$ cat src/hw/apm_pkg.sv
package apm_pkg;

  // ****************************************
  // Widths
  // ****************************************
  localparam int ADDR_W = 28;
  localparam int DATA_W = 32;
  localparam int PAGE_WORDS = 4;
  localparam int LOW_W = 2;

  // ****************************************
  // Timing in ps and in 5 ns cycles
  // ****************************************
  localparam int CLK_PS = 5000;
  localparam int T_AVAV_PS = 45000;
  localparam int T_WLWH_PS = 25000;
  localparam int T_DVWH_PS = 15000;
  localparam int T_WHAX_PS = 15000;
  localparam int T_AA_PS = 45000;
  localparam int T_AAP_PS = 15000;
  localparam int T_WP_PS = 7500;
  localparam int T_WPH_PS = 7500;
  localparam int T_PGSL_PS = 10000;
  localparam int T_PGSH_PS = 10000;
  localparam int T_EH_PS = 10000;
  localparam int T_WLQZ_PS = 15000;

  localparam int CNT_W = 5;
  localparam logic [CNT_W-1:0] CYC_ONE = 5'h01;
  localparam logic [CNT_W-1:0] CYC_AA = CNT_W'((T_AA_PS + CLK_PS - 1) / CLK_PS + 1);
  localparam logic [CNT_W-1:0] CYC_AAP = CNT_W'((T_AAP_PS + CLK_PS - 1) / CLK_PS + 1);
  localparam logic [CNT_W-1:0] CYC_WL = CNT_W'((T_WLWH_PS + CLK_PS - 1) / CLK_PS);
  localparam logic [CNT_W-1:0] CYC_WP = CNT_W'((T_WP_PS + CLK_PS - 1) / CLK_PS);
  localparam logic [CNT_W-1:0] CYC_WPH = CNT_W'((T_WPH_PS + CLK_PS - 1) / CLK_PS);
  localparam logic [CNT_W-1:0] CYC_WR = CNT_W'((T_WHAX_PS + CLK_PS - 1) / CLK_PS);
  localparam logic [CNT_W-1:0] CYC_CYC = CNT_W'((T_AVAV_PS + CLK_PS - 1) / CLK_PS);
  localparam logic [CNT_W-1:0] CYC_PGS = CNT_W'((T_PGSL_PS + CLK_PS - 1) / CLK_PS);
  localparam logic [CNT_W-1:0] CYC_PGU = CNT_W'((T_PGSH_PS + CLK_PS - 1) / CLK_PS);
  localparam logic [CNT_W-1:0] CYC_EH = CNT_W'((T_EH_PS + CLK_PS - 1) / CLK_PS);
  localparam logic [CNT_W-1:0] CYC_QZ = CNT_W'((T_WLQZ_PS + CLK_PS - 1) / CLK_PS);

  // ****************************************
  // Request and answer carriers
  // ****************************************
  typedef enum logic [1:0] {
    APM_OP_READ = 2'h0,
    APM_OP_WRITE = 2'h1,
    APM_OP_WRITE_CE = 2'h2
  } apm_op_t;

  typedef struct packed {
    apm_op_t op;
    logic page;
    logic upper;
    logic [ADDR_W-1:0] addr;
    logic [DATA_W-1:0] wdata;
  } apm_req_t;

  typedef struct packed {
    logic [DATA_W-1:0] rdata;
    logic was_page_hit;
  } apm_rsp_t;

  typedef struct packed {
    logic ce_lower_n;
    logic ce_upper_n;
    logic oe_n;
    logic we_n;
    logic page_select_n;
    logic [ADDR_W-1:0] addr;
    logic [DATA_W-1:0] dq_out;
    logic dq_oe;
  } apm_pins_t;

endpackage : apm_pkg

$ cat src/hw/apm_host.sv
`timescale 1ns/1ps
`default_nettype none

module apm_host (
  input wire logic clk,
  input wire logic rst_n,
  input wire logic req_valid,
  input wire apm_pkg::apm_req_t req,
  output logic req_ready,
  output logic rsp_valid,
  output apm_pkg::apm_rsp_t rsp,
  output apm_pkg::apm_pins_t pins,
  input wire logic [apm_pkg::DATA_W-1:0] dq_in
);

  // ****************************************
  // Reset and data input synchronisers
  // ****************************************
  logic rst_s1_r, rst_s2_r;
  logic [apm_pkg::DATA_W-1:0] dq_s1_r, dq_s2_r;

  always_ff @(posedge clk or negedge rst_n) begin
    if (!rst_n) begin
      rst_s1_r <= 1'b0;
      rst_s2_r <= 1'b0;
    end else begin
      rst_s1_r <= 1'b1;
      rst_s2_r <= rst_s1_r;
    end
  end

  always_ff @(posedge clk) begin
    dq_s1_r <= dq_in;
    dq_s2_r <= dq_s1_r;
  end

  // ****************************************
  // Sequencer
  // ****************************************
  typedef enum logic [8:0] {
    APM_IDLE = 9'h001,
    APM_MODE = 9'h002,
    APM_SETUP = 9'h004,
    APM_RD = 9'h008,
    APM_WR_FLOAT = 9'h010,
    APM_WR_LOW = 9'h020,
    APM_WR_HIGH = 9'h040,
    APM_RECOV = 9'h080,
    APM_DONE = 9'h100
  } apm_state_t;

  apm_state_t state_r, state_nxt;
  apm_pkg::apm_req_t cur_r, cur_nxt;
  apm_pkg::apm_pins_t pins_r, pins_nxt;
  apm_pkg::apm_rsp_t rsp_r, rsp_nxt;
  logic [apm_pkg::CNT_W-1:0] cnt_r, cnt_nxt;
  logic page_mode_r, page_mode_nxt;
  logic page_open_r, page_open_nxt;
  logic [apm_pkg::ADDR_W-1:apm_pkg::LOW_W] page_tag_r, page_tag_nxt;
  logic ready_r, ready_nxt;
  logic rsp_valid_r, rsp_valid_nxt;
  logic hit;

  localparam apm_pkg::apm_pins_t PINS_IDLE = '{ce_lower_n: 1'b1, ce_upper_n: 1'b1, oe_n: 1'b1, we_n: 1'b1,
    page_select_n: 1'b1, addr: '0, dq_out: '0, dq_oe: 1'b0};

  always_comb begin
    hit = page_open_r && page_mode_r && (page_tag_r == cur_r.addr[apm_pkg::ADDR_W-1:apm_pkg::LOW_W]);
    state_nxt = state_r;
    cur_nxt = cur_r;
    pins_nxt = pins_r;
    rsp_nxt = rsp_r;
    cnt_nxt = (cnt_r != '0) ? cnt_r - apm_pkg::CYC_ONE : cnt_r;
    page_mode_nxt = page_mode_r;
    page_open_nxt = page_open_r;
    page_tag_nxt = page_tag_r;
    ready_nxt = 1'b0;
    rsp_valid_nxt = 1'b0;
    case (state_r)
      APM_IDLE: begin
        ready_nxt = 1'b1;
        if (req_valid && ready_r) begin
          ready_nxt = 1'b0;
          cur_nxt = req;
          if (req.page != page_mode_r || (req.op != apm_pkg::APM_OP_READ && page_open_r && !req.page)) begin
            // Mode change with both chip enables high
            pins_nxt.ce_lower_n = 1'b1;
            pins_nxt.ce_upper_n = 1'b1;
            pins_nxt.oe_n = 1'b1;
            pins_nxt.page_select_n = !req.page;
            page_open_nxt = 1'b0;
            cnt_nxt = req.page ? apm_pkg::CYC_PGS : apm_pkg::CYC_PGU;
            state_nxt = APM_MODE;
          end else begin
            state_nxt = APM_SETUP;
          end
        end
      end
      APM_MODE: begin
        if (cnt_r == '0) begin
          page_mode_nxt = cur_r.page;
          state_nxt = APM_SETUP;
        end
      end
      APM_SETUP: begin
        // Address goes out with or before the enabling edge
        pins_nxt.addr = cur_r.addr;
        pins_nxt.dq_out = cur_r.wdata;
        pins_nxt.we_n = 1'b1;
        if (cur_r.op == apm_pkg::APM_OP_READ) begin
          pins_nxt.we_n = 1'b1;
          pins_nxt.oe_n = 1'b0;
          pins_nxt.dq_oe = 1'b0;
          pins_nxt.ce_lower_n = cur_r.upper;
          pins_nxt.ce_upper_n = !cur_r.upper;
          cnt_nxt = hit ? apm_pkg::CYC_AAP : apm_pkg::CYC_AA;
          rsp_nxt.was_page_hit = hit;
          page_open_nxt = page_mode_r;
          page_tag_nxt = cur_r.addr[apm_pkg::ADDR_W-1:apm_pkg::LOW_W];
          state_nxt = APM_RD;
        end else begin
          pins_nxt.oe_n = 1'b1;
          if (!hit && page_open_r) begin
            // New page: close the old one with a chip enable pulse
            pins_nxt.ce_lower_n = 1'b1;
            pins_nxt.ce_upper_n = 1'b1;
            page_open_nxt = 1'b0;
            cnt_nxt = apm_pkg::CYC_EH;
            state_nxt = APM_RECOV;
          end else begin
            if (cur_r.op == apm_pkg::APM_OP_WRITE) begin
              pins_nxt.ce_lower_n = cur_r.upper;
              pins_nxt.ce_upper_n = !cur_r.upper;
            end
            rsp_nxt.was_page_hit = hit;
            cnt_nxt = pins_r.oe_n ? apm_pkg::CYC_ONE : apm_pkg::CYC_QZ;
            state_nxt = APM_WR_FLOAT;
          end
        end
      end
      APM_RD: begin
        if (cnt_r == '0) begin
          rsp_nxt.rdata = dq_s2_r;
          rsp_valid_nxt = 1'b1;
          if (!page_mode_r) begin
            pins_nxt.ce_lower_n = 1'b1;
            pins_nxt.ce_upper_n = 1'b1;
            pins_nxt.oe_n = 1'b1;
          end
          cnt_nxt = page_mode_r ? '0 : apm_pkg::CYC_EH;
          state_nxt = APM_DONE;
        end
      end
      APM_WR_FLOAT: begin
        if (cnt_r == '0) begin
          pins_nxt.we_n = 1'b0;
          if (cur_r.op == apm_pkg::APM_OP_WRITE_CE) begin
            pins_nxt.ce_lower_n = cur_r.upper;
            pins_nxt.ce_upper_n = !cur_r.upper;
          end
          pins_nxt.dq_oe = 1'b1;
          cnt_nxt = hit ? apm_pkg::CYC_WP : apm_pkg::CYC_WL;
          state_nxt = APM_WR_LOW;
        end
      end
      APM_WR_LOW: begin
        if (cnt_r == '0) begin
          if (cur_r.op == apm_pkg::APM_OP_WRITE_CE && !page_mode_r) begin
            pins_nxt.ce_lower_n = 1'b1;
            pins_nxt.ce_upper_n = 1'b1;
          end else begin
            pins_nxt.we_n = 1'b1;
          end
          page_open_nxt = page_mode_r;
          page_tag_nxt = cur_r.addr[apm_pkg::ADDR_W-1:apm_pkg::LOW_W];
          cnt_nxt = hit ? apm_pkg::CYC_WPH : apm_pkg::CYC_WR;
          state_nxt = APM_WR_HIGH;
        end
      end
      APM_WR_HIGH: begin
        if (cnt_r == '0) begin
          pins_nxt.dq_oe = 1'b0;
          pins_nxt.we_n = 1'b1;
          if (!page_mode_r) begin
            pins_nxt.ce_lower_n = 1'b1;
            pins_nxt.ce_upper_n = 1'b1;
          end
          rsp_valid_nxt = 1'b1;
          cnt_nxt = page_mode_r ? '0 : apm_pkg::CYC_EH;
          state_nxt = APM_DONE;
        end
      end
      APM_RECOV: begin
        if (cnt_r == '0) begin
          state_nxt = APM_SETUP;
        end
      end
      APM_DONE: begin
        if (cnt_r == '0) begin
          ready_nxt = 1'b1;
          state_nxt = APM_IDLE;
        end
      end
      default: begin
        state_nxt = APM_IDLE;
        pins_nxt = PINS_IDLE;
      end
    endcase
  end

  always_ff @(posedge clk or negedge rst_s2_r) begin
    if (!rst_s2_r) begin
      state_r <= APM_IDLE;
      cur_r <= '0;
      pins_r <= PINS_IDLE;
      rsp_r <= '0;
      cnt_r <= '0;
      page_mode_r <= 1'b0;
      page_open_r <= 1'b0;
      page_tag_r <= '0;
      ready_r <= 1'b0;
      rsp_valid_r <= 1'b0;
    end else begin
      state_r <= state_nxt;
      cur_r <= cur_nxt;
      pins_r <= pins_nxt;
      rsp_r <= rsp_nxt;
      cnt_r <= cnt_nxt;
      page_mode_r <= page_mode_nxt;
      page_open_r <= page_open_nxt;
      page_tag_r <= page_tag_nxt;
      ready_r <= ready_nxt;
      rsp_valid_r <= rsp_valid_nxt;
    end
  end

  assign req_ready = ready_r;
  assign rsp_valid = rsp_valid_r;
  assign rsp = rsp_r;
  assign pins = pins_r;

endmodule : apm_host

`default_nettype wire

$ cat config.mk
export PLATFORM = sky130hd
export DESIGN_NAME = apm_host
export DESIGN_NICKNAME = d
export VERILOG_FILES = /design/src/hw/apm_pkg.sv /design/src/hw/apm_host.sv
export SDC_FILE = /design/constraint.sdc
export NUM_CORES = 1
export LEC_CHECK = 0
export BUFFER_PORTS_ARGS = -buffer_cell sky130_fd_sc_hd__clkbuf_2
export CORE_MARGIN = 5
export CORE_UTILIZATION = 30
export CTS_CLUSTER_DIAMETER = 100
export DETAILED_ROUTE_END_ITERATION = 10
export SYNTH_ARGS = -nofsm -noshare
export SYNTH_HDL_FRONTEND = slang
export SYNTH_SLANG_ARGS = --single-unit
$ cat constraint.sdc
create_clock -name clk -period 10.29 [get_ports clk]
set_input_delay 0.5145 -clock clk [delete_from_list [all_inputs] [get_ports clk]]
set_output_delay 0.5145 -clock clk [all_outputs]
set_load 0.05 [all_outputs]
### Word level (Yosys, flattened, before mapping)

Cells that the tools add are included.

* word-level logic and storage cells: 166
* output and inout port bits: 101
* input bits: 99
* register bits: 273

* muxes and demuxes: 65
* bitwise gates (word level): 5
* $add $sub $neg: 1
* reduce and logical (&&, ||, !) cells: 38
* eq/ne operators: 31

Operator list (count)
* case mux 60 bit (2 select lines): 1
* case mux 9 bit (7 select lines): 1
* 2-to-1 mux 9 bit: 6
* 2-to-1 mux 26 bit: 2
* case mux 26 bit (2 select lines): 1
* 2-to-1 mux 5 bit: 6
* inequality test 2 bit (second input constant): 14
* == test 26 bit: 1
* case mux 5 bit (5 select lines): 1
* 2-to-1 mux 2 bit: 11
* 2-to-1 mux 3 bit: 7
* 2-to-1 mux 1 bit: 18
* 2-to-1 mux 8 bit: 2
* OR reduction 8 bit: 2
* AND reduction 5 bit: 3
* case mux 2 bit (7 select lines): 1
* case mux 1 bit (4 select lines): 3
* AND reduction 12 bit: 1
* OR reduction 6 bit: 2
* == test 9 x 1 -> 1 bit (second input constant): 1
* == test 9 x 2 -> 1 bit (second input constant): 1
* == test 9 x 3 -> 1 bit (second input constant): 1
* == test 9 x 4 -> 1 bit (second input constant): 1
* == test 9 x 5 -> 1 bit (second input constant): 1
* other kinds (30): 52

### Depth between registers and ports, before layout

Gate-level depths: netlist (run 1).

* word-level depth: 7
* depth in mapped cells: 10
* gate-level depth less buffers: 9

### Worst setup path after synthesis (run 1)

Ideal clock, no wire load.

* path kind: register to register
* start point: reg cnt_r[0] (netlist bit)
* end point: reg cnt_r[0] (netlist bit)
* library setup time: 71 ps
* period minus slack after synthesis: 2271 ps
* arrival: 2200 ps
* required time: 10219 ps
* path buffers: 1
* path slack: 8019 ps
* stages on the path, launching flop included: 11
* cells stage by stage: dfrtp_1 inv_1 ha_1 or3b_4 nor2_8 inv_2 clkbuf_1 ha_1 a2111oi_0 o21ai_0 nand4_1

* word-level cells in the longest chain between the ends: 5
* elaborated cells on any way between the ends: 10
* those cells by class: add/sub (1); mux (7); reduce/logical (2)

Ends and longest elaborated chain
* start, declared: RTL line apm_host.sv:56 `logic [apm_pkg::CNT_W-1:0] cnt_r, cnt_nxt;`
* start signal, assigned: RTL line apm_host.sv:228 `cnt_r <= cnt_nxt;`
* subtractor 5 x 1 -> 5 bit / nonzero test 5 bit (equally long branches): RTL line apm_host.sv:73 `cnt_nxt = (cnt_r != '0) ? cnt_r - apm_pkg::CYC_ONE : cnt_r;`
* 2-to-1 mux 5 bit: RTL line apm_host.sv:73
* 2-to-1 mux 5 bit: RTL line apm_host.sv:85 `if (req.page != page_mode_r || (req.op != apm_pkg::APM_OP_READ && page_open_r && !req.page)) begin`
* 2-to-1 mux 5 bit: RTL line apm_host.sv:82 `if (req_valid && ready_r) begin`
* case mux 5 bit (5 select lines) *: RTL line apm_host.sv:79 `case (state_r)`
* via cnt_nxt, one bit: RTL line apm_host.sv:56

Mark *: on every way through the listed nets, which the timed path passes. The rest lies on a longest branch.
A chain may end at the register's enable or synchronous reset.

### Worst setup path after layout (run 1)

* start point: reg state_r[8]
* end point: reg cur_r[9] (netlist bit)

* word-level cells in the longest chain between the ends: 2

Ends and longest elaborated chain
* start, declared: RTL line apm_host.sv:52 `apm_state_t state_r, state_nxt;`
* start signal, assigned: RTL line apm_host.sv:224 `state_r <= state_nxt;`
* == test 9 x 1 -> 1 bit: RTL line apm_host.sv:79
* AND reduction 2 bit (no line)
* end signal, assigned: RTL line apm_host.sv:225 `cur_r <= cur_nxt;`
* end, declared: RTL line apm_host.sv:53 `apm_pkg::apm_req_t cur_r, cur_nxt;`

Every way passes these cells.

==> results of run 1 <==
-- report_power, final --
part / internal (W) / total, W / switching, W / leakage, nW
Sequential: 0.00141 / 0.00164 / 0.000236 / 3.24
Clock: 0.000549 / 0.000960 / 0.000411 / 0.428
Combinational: 0.000540 / 0.00150 / 0.000956 / 2.16
-- timing repair --
item	4_1_cts	5_1_grt
setup endpoints to repair	0	0
hold endpoints to repair	2	0
hold buffers	1	0
-- cells by family (layout without fill, tap and decap cells) --
kind of cell               after synthesis  in the layout
DFF                                    273            273
xor gates and xnor gates                28             28
adders and majority gates                2              2
muxes                                  127            127
and+or+nand+nor                        109            109
AOI/OAI and AO/OA                      113            113
other                                    1              1
buffers and inverters                   45            268
-- layout make-up --
cell class / instances / area, sq um
well taps: 442 / 553
repair buffers: 207 / 1060
multi-input cells: 380 / 3250
fillers: 3196 / 20400
clock inverters: 6 / 52.6
clock buffers: 48 / 827
inverters: 7 / 26.3
flip-flops and latches: 273 / 6520
-- registers in the layout, summed over array words and instances, names as in the netlist, 5 cells and up --
register and count:
cnt_r 5, cur_r 64, dq_s1_r 32, dq_s2_r 32, page_tag_r 26, pins 66
rsp 33, state_r 9
-- stage by stage --
step	total power [W]	worst slack (ps)	hold WS [ps]	std cells
finish	0.00410	7200	60.8	1363
global route	0.00436	7020	26.3	1363
CTS	0.00418	7150	22.2	1363
detailed placement	0.00319	7170	270	1308
global placement	0.00316	7200	270	1308
floorplan	0.00278	4050	219	698
-- cells in the final DEF, fill, tap and decap left out, types with 4 or more instances in the layout --
cell,n
a21oi_1,5
a22o_1,59
buf_4,7
clkbuf_1,16
clkbuf_16,29
clkbuf_2,199
dfrtp_1,202
dfstp_2,6
dfxtp_1,64
inv_1,6
mux2_2,121
nand2_1,23
nand2b_1,4
nand3_1,6
nand4_1,8
nor2_1,15
nor2b_1,5
nor3_1,12
nor3b_1,4
nor4_1,4
o21ai_0,14
or2_2,4
or3_1,4
xnor2_1,25
-- worst max-delay path: stages (launching register included) --
cell      delay [ps]
dfrtp_1          530
or4_4            630
and4bb_4         390
nand3_4          750
mux2_1           630
-- worst max path at each step --
stage | endpoint | slack, ps | start | depth (start not counted)
2_1_floorplan | cnt_r[0] | 4050 | rst_s2_r | 0
3_3_place_gp | cur_r[9] | 7200 | state_r[8] | 4
3_5_place_dp | cur_r[9] | 7170 | state_r[8] | 4
4_1_cts | cur_r[9] | 7150 | state_r[8] | 4
5_1_grt | cur_r[9] | 7020 | state_r[8] | 4
6_report | cur_r[9] | 7200 | state_r[8] | 4
-- layer usage --
metal	track usage, %	wire length, um
met4	2.96	483
met3	4.70	2170
met5	0	0
met1	16.3	9830
met2	19.6	10500
==> metrics.md, run 1 <==
| Metric | Value |
|---|---|
| WL final | 23,000 um |
| Yosys cell types | 63 |
| Horiz. Die Dim | 192 um |
| Fin crit share | 30.0% |
| Largest cells by area after synthesis | dfrtp_1 51%, mux2_2 14%, dfxtp_1 13% |
| Share of cells above drive strength 1 | 42.6% |
| Cell taking the most area after synthesis | dfrtp_1 |
| Fmax | 324 MHz |
| Initial antenna violation count | 0 |
| DR iter-0 viols | 276 |
| Vias/cell | 4.62 |
| Status | completed |
| Worst Path Class, Setup | reg2reg |
| Post-Synth Adder-Cell Area | 0.251% |
| Rel. slew slack | 31.8% |
| Hpwl dp | 16,000 um |
| # resized after CTS | 0 |
| Finished Core Util | 37.6% |
| Synth Area in Compound Gates | 9.01% |
| Placer Congestion | 0.838 |
| Core Area | 32,700 sq um |
| Final setup viols | 0 |
| Clk sinks | 273 |
| Placed instance area | 11,400 sq um |
| CTS tree | done |
| Global-route wire length before repair | 37,000 um |
| R2r endpoint | cur_r[9] |
| Pwr dens | 334 nW/um^2 |
| Post-synthesis mux area share | 14.4% |
| RSZ-0062 raised after global routing | false |
| WHS Endpoint | dq_s1_r[4] |
| Fin. Hold Viols | 0 |
| Port buffer count | 199 |
| I/O pin count | 200 |
| Post-Syn Area | 9970 sq um |
| Hold_sp | dq_in[4] |
| Simple-gate area share of the yosys netlist | 6.46% |
| Top post-synthesis cells by count | 203 x dfrtp_1, 121 x mux2_2, 64 x dfxtp_1 |
| FF-to-FF setup slack | 7200 ps |
| Main combinational cell family by area after synthesis | multiplexers |
| Slew @ Worst Pin | 1020 ps |
| Clock-pin slew on the worst setup and hold paths | 60 ps |
| Antenna Nets Post-Route | 0 |
| FFs w/ async S/R, synth | 76.6% |
| Global route total overflow | 0 |
| CTS Buf Count | 29 |
| Startpoint types | flop |
| GR Util All Layers | 12.4% |
| Nets@finish | 999 |
| Drt drc | 0 |
| Total number of H-tree levels | 1 |
| Static Leak | 5.83 nW |
| WHS Path Cells | 1 |
| Post-synthesis xor/xnor area fraction | 2.46% |
| Hold Crit Class | in2reg |
| Mean Syn Cell Area | 14.3 sq um |
| Initial Util | 30.5% |
| Clock root cell | clkbuf_16 |
| Most used DFF post-synth | dfrtp_1 |
| Clk_skew | 15.1 ps |
| Endpoint type of the worst setup path | flop |
| Pre-antenna DRT Iters | 5 |
| Syn Nets | 799 |
| Cell Rows | 66 |
| Min Tclk post-route | 3090 ps |
| Vias in the first global route | 6,565 |
| Final max-slew violation count | 0 |
| Sequential area share after synthesis | 65.4% |
| Die area | 37,000 sq um |
| Largest net degree at the start of global routing | 70 |
| Design area | 12,300 sq um |
| Worst skew pair latency | 550 ps |
| Routed via count | 6,302 |
| Worst vdd ir | 0.163 mV |
| EDFF count, synth | 0 |
| Reg2Reg Launch Point | state_r[8] |
| Syn Inst Count | 698 |
| Critical Path Fanout Max | 64 |
| Die height | 192 um |
| Critical Path RT | 10,720 ps |
| Share of the synthesized area in the top cell type | 50.9% |
| Crit path DAT | 3510 ps |
| Area Overhead vs Synth | 23.3% |
| # Post-CTS Setup Buffers | 0 |
| # diodes | 0 |
| Fin Setup TNS | 0 ps |
| #FFs+latches synth | 273 |
| Most common cell in the netlist | dfrtp_1 |
| Reg2reg path depth | 4 |
| Max-cap violations | 0 |
| CTS Buffer Depth | 3 |
| WL/cell | 16.9 um |
| Yosys warns | 0 |
Note: power is estimated with default switching activity, not from simulation.
==> run 2, diff against run 1 <==
==> constraint.sdc (replaced) <==
create_clock -name clk -period 3.2 [get_ports clk]
set_input_delay 0.16 -clock clk [delete_from_list [all_inputs] [get_ports clk]]
set_output_delay 0.16 -clock clk [all_outputs]
set_load 0.05 [all_outputs]
==> run 2 against run 1 <==
Final area is 9.7% higher. Highest routed layer unchanged. Core utilization increased by 3.7 points. Clock-buffer cell count shrank 7. Critical path type unchanged. Global-route usage grew 0.68 points. Wire length grew 6.0%. Total power rose to 3.3 times the previous value. Clock power grew to 3.5 times the previous value.
==> metrics.md, run 2 (synthesized netlist as in run 1, its figures left out) <==
| Metric | Value |
|---|---|
| Initial Util | 30.5% |
| Clock-pin slew on the worst setup and hold paths | 70 ps |
| GR Util All Layers | 13.1% |
| Global route total overflow | 0 |
| Clk_skew | 16.3 ps |
| DR iter-0 viols | 406 |
| I/O pin count | 200 |
| Initial antenna violation count | 2 |
| Worst skew pair latency | 550 ps |
| Hold Crit Class | in2reg |
| Fin Setup TNS | 0 ps |
| Nets@finish | 1,104 |
| Clk network pwr share | 24.4% |
| Net Sw Frac | 38.6% |
| WL/cell | 16.6 um |
| Die area | 37,000 sq um |
| Commonest non-fill, non-tap cell in the layout | dfrtp_1 |
| CTS tree | done |
| Worst vdd ir | 0.534 mV |
| Pre-antenna DRT Iters | 4 |
| Core Area | 32,700 sq um |
| Total number of H-tree levels | 1 |
| Critical Path RT | 3660 ps |
| Slowest stage delay, CP | 640 ps |
| Port buffer count | 199 |
| Area Overhead vs Synth | 35.3% |
| Horiz. Die Dim | 192 um |
| Max reg flops | 66 |
| Most frequent cells in the layout | 202 x dfrtp_1, 199 x clkbuf_2, 121 x mux2_2 |
| Crit path DAT | 3160 ps |
| FF-to-FF setup slack | 500 ps |
| Cell Rows | 66 |
| Placer Congestion | 0.840 |
| Fin crit share | 84.3% |
| Slew @ Worst Pin | 766 ps |
| Pwr dens | 1020 nW/um^2 |
| Critical path's slowest cell | or4_4 |
| WHS Endpoint | state_r[0] |
| Vias in the first global route | 7,220 |
| Hpwl dp | 16,300 um |
| Final max-slew violation count | 0 |
| # resized after CTS | 0 |
| Die height | 192 um |
| Setup WS post-layout | 501 ps |
| Worst path cell trace | or4_4, nor4_2, a311oi_1, nand2_2, buf_12, nand2_1, o21ai_0 |
| Rel. slew slack | 48.5% |
| Seq pwr share | 38.8% |
| Clk sinks | 273 |
| Switching power | 0.00530 W |
| Share of cells above drive strength 1 | 40.1% |
| CTS Buffer Depth | 3 |
| Combinational fraction of design power | 36.8% |
| RSZ-0062 raised after global routing | false |
| Clock root cell | clkbuf_16 |
| Pre-CTS setup slack | 526 ps |
| Largest net degree at the start of global routing | 68 |
| Status | completed |
| Static Leak | 6.35 nW |
| Vias/cell | 4.56 |
| Fin. Hold Viols | 0 |
| Global-route wire length before repair | 39,400 um |
| WL final | 24,400 um |
| Worst Path Class, Setup | reg2reg |
| R2r endpoint | pins[57] |
| WHS Path Cells | 4 |
| Antenna Nets Post-Route | 0 |
| Critical Path Fanout Max | 26 |
| Drt drc | 0 |
| Fmax | 370 MHz |
| Reg2Reg Launch Point | state_r[8] |
| Final setup viols | 0 |
| CTS Buf Count | 29 |
| Reg2reg path depth | 7 |
| Min Tclk post-route | 2700 ps |
| Routed via count | 6,700 |
| Hold_sp | req_valid |
| Pint | 0.00842 W |
| Startpoint types | flop |
| Endpoint type of the worst setup path | flop |
| Max-cap violations | 0 |
## run 2: changes by cell type in the layout (fill, tap and decap cells not counted), moves of 3 or more
| cell | change |
|---|---|
| dlygate4sd3_1 | +97 |
| clkbuf_1 | -11 |
| buf_12 | +5 |
| clkinvlp_4 | +3 |
| clkinv_2 | +4 |
| buf_4 | +3 |
## run 2: how the worst max path moves through the flow
stage	from	end	slack [ps]
after floorplan	cnt_r[0]	cnt_r[0]	930
after global placement	state_r[8]	pins[57]	600
after detailed placement	state_r[8]	pins[57]	530
after CTS	state_r[8]	pins[57]	530
after global routing	state_r[8]	pins[57]	330
final	state_r[8]	pins[57]	500
## run 2: repair_timing
action	CTS	global route
setup buffers	0	0
hold buffers	98	0
hold endpoints to repair	99	0
## run 2: routing by layer
| metal | wire, um | track usage (%) | up-vias |
|---|---|---|---|
| met4 | 296 | 2.50 | 0 |
| met3 | 1830 | 3.80 | 23 |
| met1 | 10700 | 17.7 | 3365 |
| met2 | 11500 | 21.3 | 174 |
| li1 | - | - | 3138 |
| met5 | 0 | 0 | - |
## run 2: worst max-delay path: cells and delay by family (launching register included)
kind / cells / cell delay [ps]
compound gates: 2 / 220
simple gates: 4 / 1560
buf+inv: 1 / 270
flops: 1 / 550
## run 2: layout make-up
class / instances / area, sq um
fillers: 3111 / 19200
flip-flops and latches: 273 / 6520
multi-input cells: 380 / 3250
repair buffers: 312 / 2150
clock buffers: 41 / 863
well taps: 442 / 553
clock inverters: 13 / 114
inverters: 7 / 26.3
diodes: 2 / 5.00
## run 2: per-stage QoR
| step | total power [W] | instances | util (%) | instance area, sq um | hold slack (ps) |
|---|---|---|---|---|---|
| 2_1_floorplan | 0.00895 | 698 | - | 9980 | -136 |
| 3_3_place_gp | 0.0103 | 1316 | 35.2 | 11500 | -53.3 |
| 3_5_place_dp | 0.0104 | 1316 | 35.2 | 11500 | -49.8 |
| 4_1_cts | 0.0139 | 1468 | 41.2 | 13500 | 62.5 |
| 5_1_grt | 0.0145 | 1470 | 41.2 | 13500 | 91.7 |
| 6_report | 0.0137 | 1470 | 41.2 | 13500 | 88.2 |
## run 2: power by group through the flow
| stage | clock, W | sequential [W] | combinational, W |
|---|---|---|---|
| floorplan | 0 | 0.00658 | 0.00236 |
| global placement | 0 | 0.00536 | 0.00495 |
| detailed placement | 0 | 0.00538 | 0.00500 |
| CTS | 0.00346 | 0.00534 | 0.00511 |
| global route | 0.00359 | 0.00548 | 0.00543 |
| finish | 0.00335 | 0.00533 | 0.00505 |
==> run 3, diff against run 2 <==
--- a/config.mk
+++ b/config.mk
@@ -5,6 +5,7 @@
 export SDC_FILE = /design/constraint.sdc
 export NUM_CORES = 1
 export LEC_CHECK = 0
+export ABC_AREA = 1
 export BUFFER_PORTS_ARGS = -buffer_cell sky130_fd_sc_hd__clkbuf_2
 export CORE_MARGIN = 5
 export CORE_UTILIZATION = 30
==> constraint.sdc (replaced) <==
create_clock -name clk -period 2.5 [get_ports clk]
set_input_delay 0.125 -clock clk [delete_from_list [all_inputs] [get_ports clk]]
set_output_delay 0.125 -clock clk [all_outputs]
set_load 0.05 [all_outputs]
==> run 3 against run 2 <==
Setup slack worse by 65 ps. Via count increased by 19%. Global-route usage is 0.52 points higher. Sequential power is 18% higher.
==> metrics.md, run 3 <==
| Metric | Value |
|---|---|
| Status | completed |
| Crit path buf inv count | 2 |
| CTS Buf Count | 30 |
| Critical Path Fanout Max | 11 |
| Nets@finish | 1,456 |
| Worst vdd ir | 0.712 mV |
| R2r endpoint | pins[62] |
| Vias in the first global route | 8,596 |
| Slowest stage delay, CP | 570 ps |
| Min Tclk post-route | 2060 ps |
| Pint | 0.00994 W |
| #FFs+latches synth | 273 |
| Hold_sp | req_valid |
| Max-cap violations | 0 |
| Worst skew pair latency | 560 ps |
| Placed instance area | 12,100 sq um |
| Static Leak | 6.98 nW |
| # Post-CTS Setup Buffers | 0 |
| Worst Path Class, Setup | reg2reg |
| Seq pwr share | 38.7% |
| Clk network pwr share | 26.6% |
| Max reg flops | 66 |
| CP startpoint | state_r[0] |
| Share of cells above drive strength 1 | 26.4% |
| Most frequent cells in the layout | 209 x nand2_1, 202 x dfrtp_1, 199 x clkbuf_2 |
| WP depth | 11 |
| Area Overhead vs Synth | 33.2% |
| FF-to-FF setup slack | 440 ps |
| Clock-pin slew on the worst setup and hold paths | 60 ps |
| Worst path cell trace | nor2_2, nand3_1, nor2_4, nor2_1, nand2_1, a21boi_2, inv_1, nor2_2, nand2_1, o21ai_0, inv_1 |
| Die area | 39,000 sq um |
| Startpoint types | flop |
| Combinational fraction of design power | 34.7% |
| EDFF count, synth | 0 |
| Most common cell in the netlist | nand2_1 |
| Area of the multi-input gates | 3210 sq um |
| FFs w/ async S/R, synth | 76.6% |
| Fin crit share | 82.5% |
| Net Sw Frac | 38.5% |
| Pre-antenna DRT Iters | 5 |
| Crit path DAT | 2550 ps |
| Critical path's slowest cell | dfstp_2 |
| Seq. cell area | 6520 sq um |
| Placer Congestion | 0.898 |
| CTS tree | done |
| Switching power | 0.00623 W |
| Post-Syn Area | 10,500 sq um |
| Sequential area share after synthesis | 61.9% |
| Reg2reg path depth | 11 |
| Crit path to | pins[62] |
| Cell Rows | 68 |
| Final max-slew violation count | 0 |
| Antenna Nets Post-Route | 0 |
| DR iter-0 viols | 384 |
| Initial antenna violation count | 2 |
| Final setup viols | 0 |
| Global-route wire length before repair | 44,100 um |
| Post-Place Cells | 1,680 |
| Vias/cell | 4.36 |
| Die height | 197 um |
| # fillers | 3,347 |
| Commonest non-fill, non-tap cell in the layout | nand2_1 |
| Clk_skew | 21.3 ps |
| Most used DFF post-synth | dfrtp_1 |
| Top post-synthesis cells by count | 210 x nand2_1, 203 x dfrtp_1, 148 x inv_1 |
| Hold Crit Class | in2reg |
| Fmax | 485 MHz |
| Pre-CTS setup slack | 464 ps |
| Largest cells by area after synthesis | dfrtp_1 48%, dfxtp_1 12%, nand2_1 7.5% |
| Core Area | 34,600 sq um |
| GR Util All Layers | 13.6% |
| Initial Util | 30.4% |
| Fin. Hold Viols | 0 |
| Fin Setup TNS | 0 ps |
| Clock root cell | clkbuf_16 |
| Syn Inst Count | 1,046 |
| Routed via count | 7,997 |
| Port buffer count | 199 |
| Hpwl dp | 17,900 um |
| Setup WS post-layout | 436 ps |
| I/O pin count | 200 |
| Largest net degree at the start of global routing | 95 |
| WL final | 26,400 um |
| Yosys cell types | 42 |
| Pwr dens | 1150 nW/um^2 |
| Critical Path RT | 2990 ps |
| Syn Nets | 1,147 |
| Horiz. Die Dim | 197 um |
| Design area | 14,000 sq um |
| CP top delay family | simple AND/OR/NAND/NOR gates |
| RSZ-0062 raised after global routing | false |
| CTS Buffer Depth | 3 |
| Yosys warns | 0 |
| Global route total overflow | 0 |
| Clk sinks | 273 |
| Share of the synthesized area in the top cell type | 48.2% |
| Endpoint type of the worst setup path | flop |
| Mean Syn Cell Area | 10.1 sq um |
| WL/cell | 14.4 um |
| Cell taking the most area after synthesis | dfrtp_1 |
| Drt drc | 0 |
| Total number of H-tree levels | 1 |
| Reg2Reg Launch Point | state_r[0] |
| Final Non-Filler Cells | 1,834 |
[run 3: cell types whose count changed in the layout (fill, tap and decap cells not counted), sizes merged, moves of 24 or more]
cell and change:
a21oi +36, a22o -59, inv +146, mux2 -59
nand2 +193, nor2 +79, o21ai +62, o22ai +24
[run 3: worst min path at each step]
stage | to | depth (start not counted)
after global placement | rst_s1_r | 1
after detailed placement | rst_s1_r | 1
final | req_ready | 4
after floorplan | rst_s1_r | 0
after global routing | req_ready | 4
after CTS | req_ready | 4
[run 3: routing by layer]
| layer | wire, um | vias to the layer above | global-route usage [%] |
|---|---|---|---|
| met3 | 1750 | 43 | 3.91 |
| met5 | 0 | - | 0 |
| li1 | - | 3944 | - |
| met2 | 12500 | 177 | 23.1 |
| met4 | 673 | 0 | 3.78 |
| met1 | 11500 | 3833 | 17.1 |
[run 3: cells by family (layout without fill, tap and decap cells)]
group	count (synthesis)	after routing	share of synthesized area, %
xor gates and xnor gates	5	5	0.416
DFF	273	273	61.9
buffers and inverters	189	520	7.76
muxes	66	66	7.05
and+or+nand+nor	354	354	14.6
other	1	3	0.0356
adders and majority gates	2	2	0.237
AOI/OAI and AO/OA	156	156	8.06
[run 3: timing repair]
action | 4_1_cts | 5_1_grt
hold buffers | 98 | 0
resized for setup | 0 | 0
endpoints found under the hold margin | 99 | 0
[run 3: power by group through the flow]
stage / Sequential (W) / Combinational (W) / Clock (W)
floorplan: 0.00736 / 0.00313 / 0
global placement: 0.00631 / 0.00547 / 0
detailed placement: 0.00634 / 0.00554 / 0
CTS: 0.00628 / 0.00568 / 0.00445
global route: 0.00642 / 0.00624 / 0.00461
finish: 0.00627 / 0.00561 / 0.00430
[run 3: tightest hold or removal path, cell delays in order]
cell	delay, ps
clkbuf_2	80
nand2_1	140
nand2_1	110
o21ai_0	120
[run 3: stage by stage]
stage               total power (W)  util (%)  hold slack, ps
floorplan                    0.0105         -            -171
global placement             0.0118      34.8           -87.2
detailed placement           0.0119      34.8           -86.4
CTS                          0.0164      40.5            76.6
global route                 0.0173      40.5            99.0
finish                       0.0162      40.5            87.9
[run 3: final cells by class]
cell class | count | share of cell area, %
diodes | 2 | 0.0357
clock buffers | 48 | 6.70
clock inverters | 6 | 0.303
inverters | 156 | 4.17
multi-input cells | 584 | 22.9
flip-flops and latches | 273 | 46.5
well taps | 455 | 4.06
repair buffers | 310 | 15.4
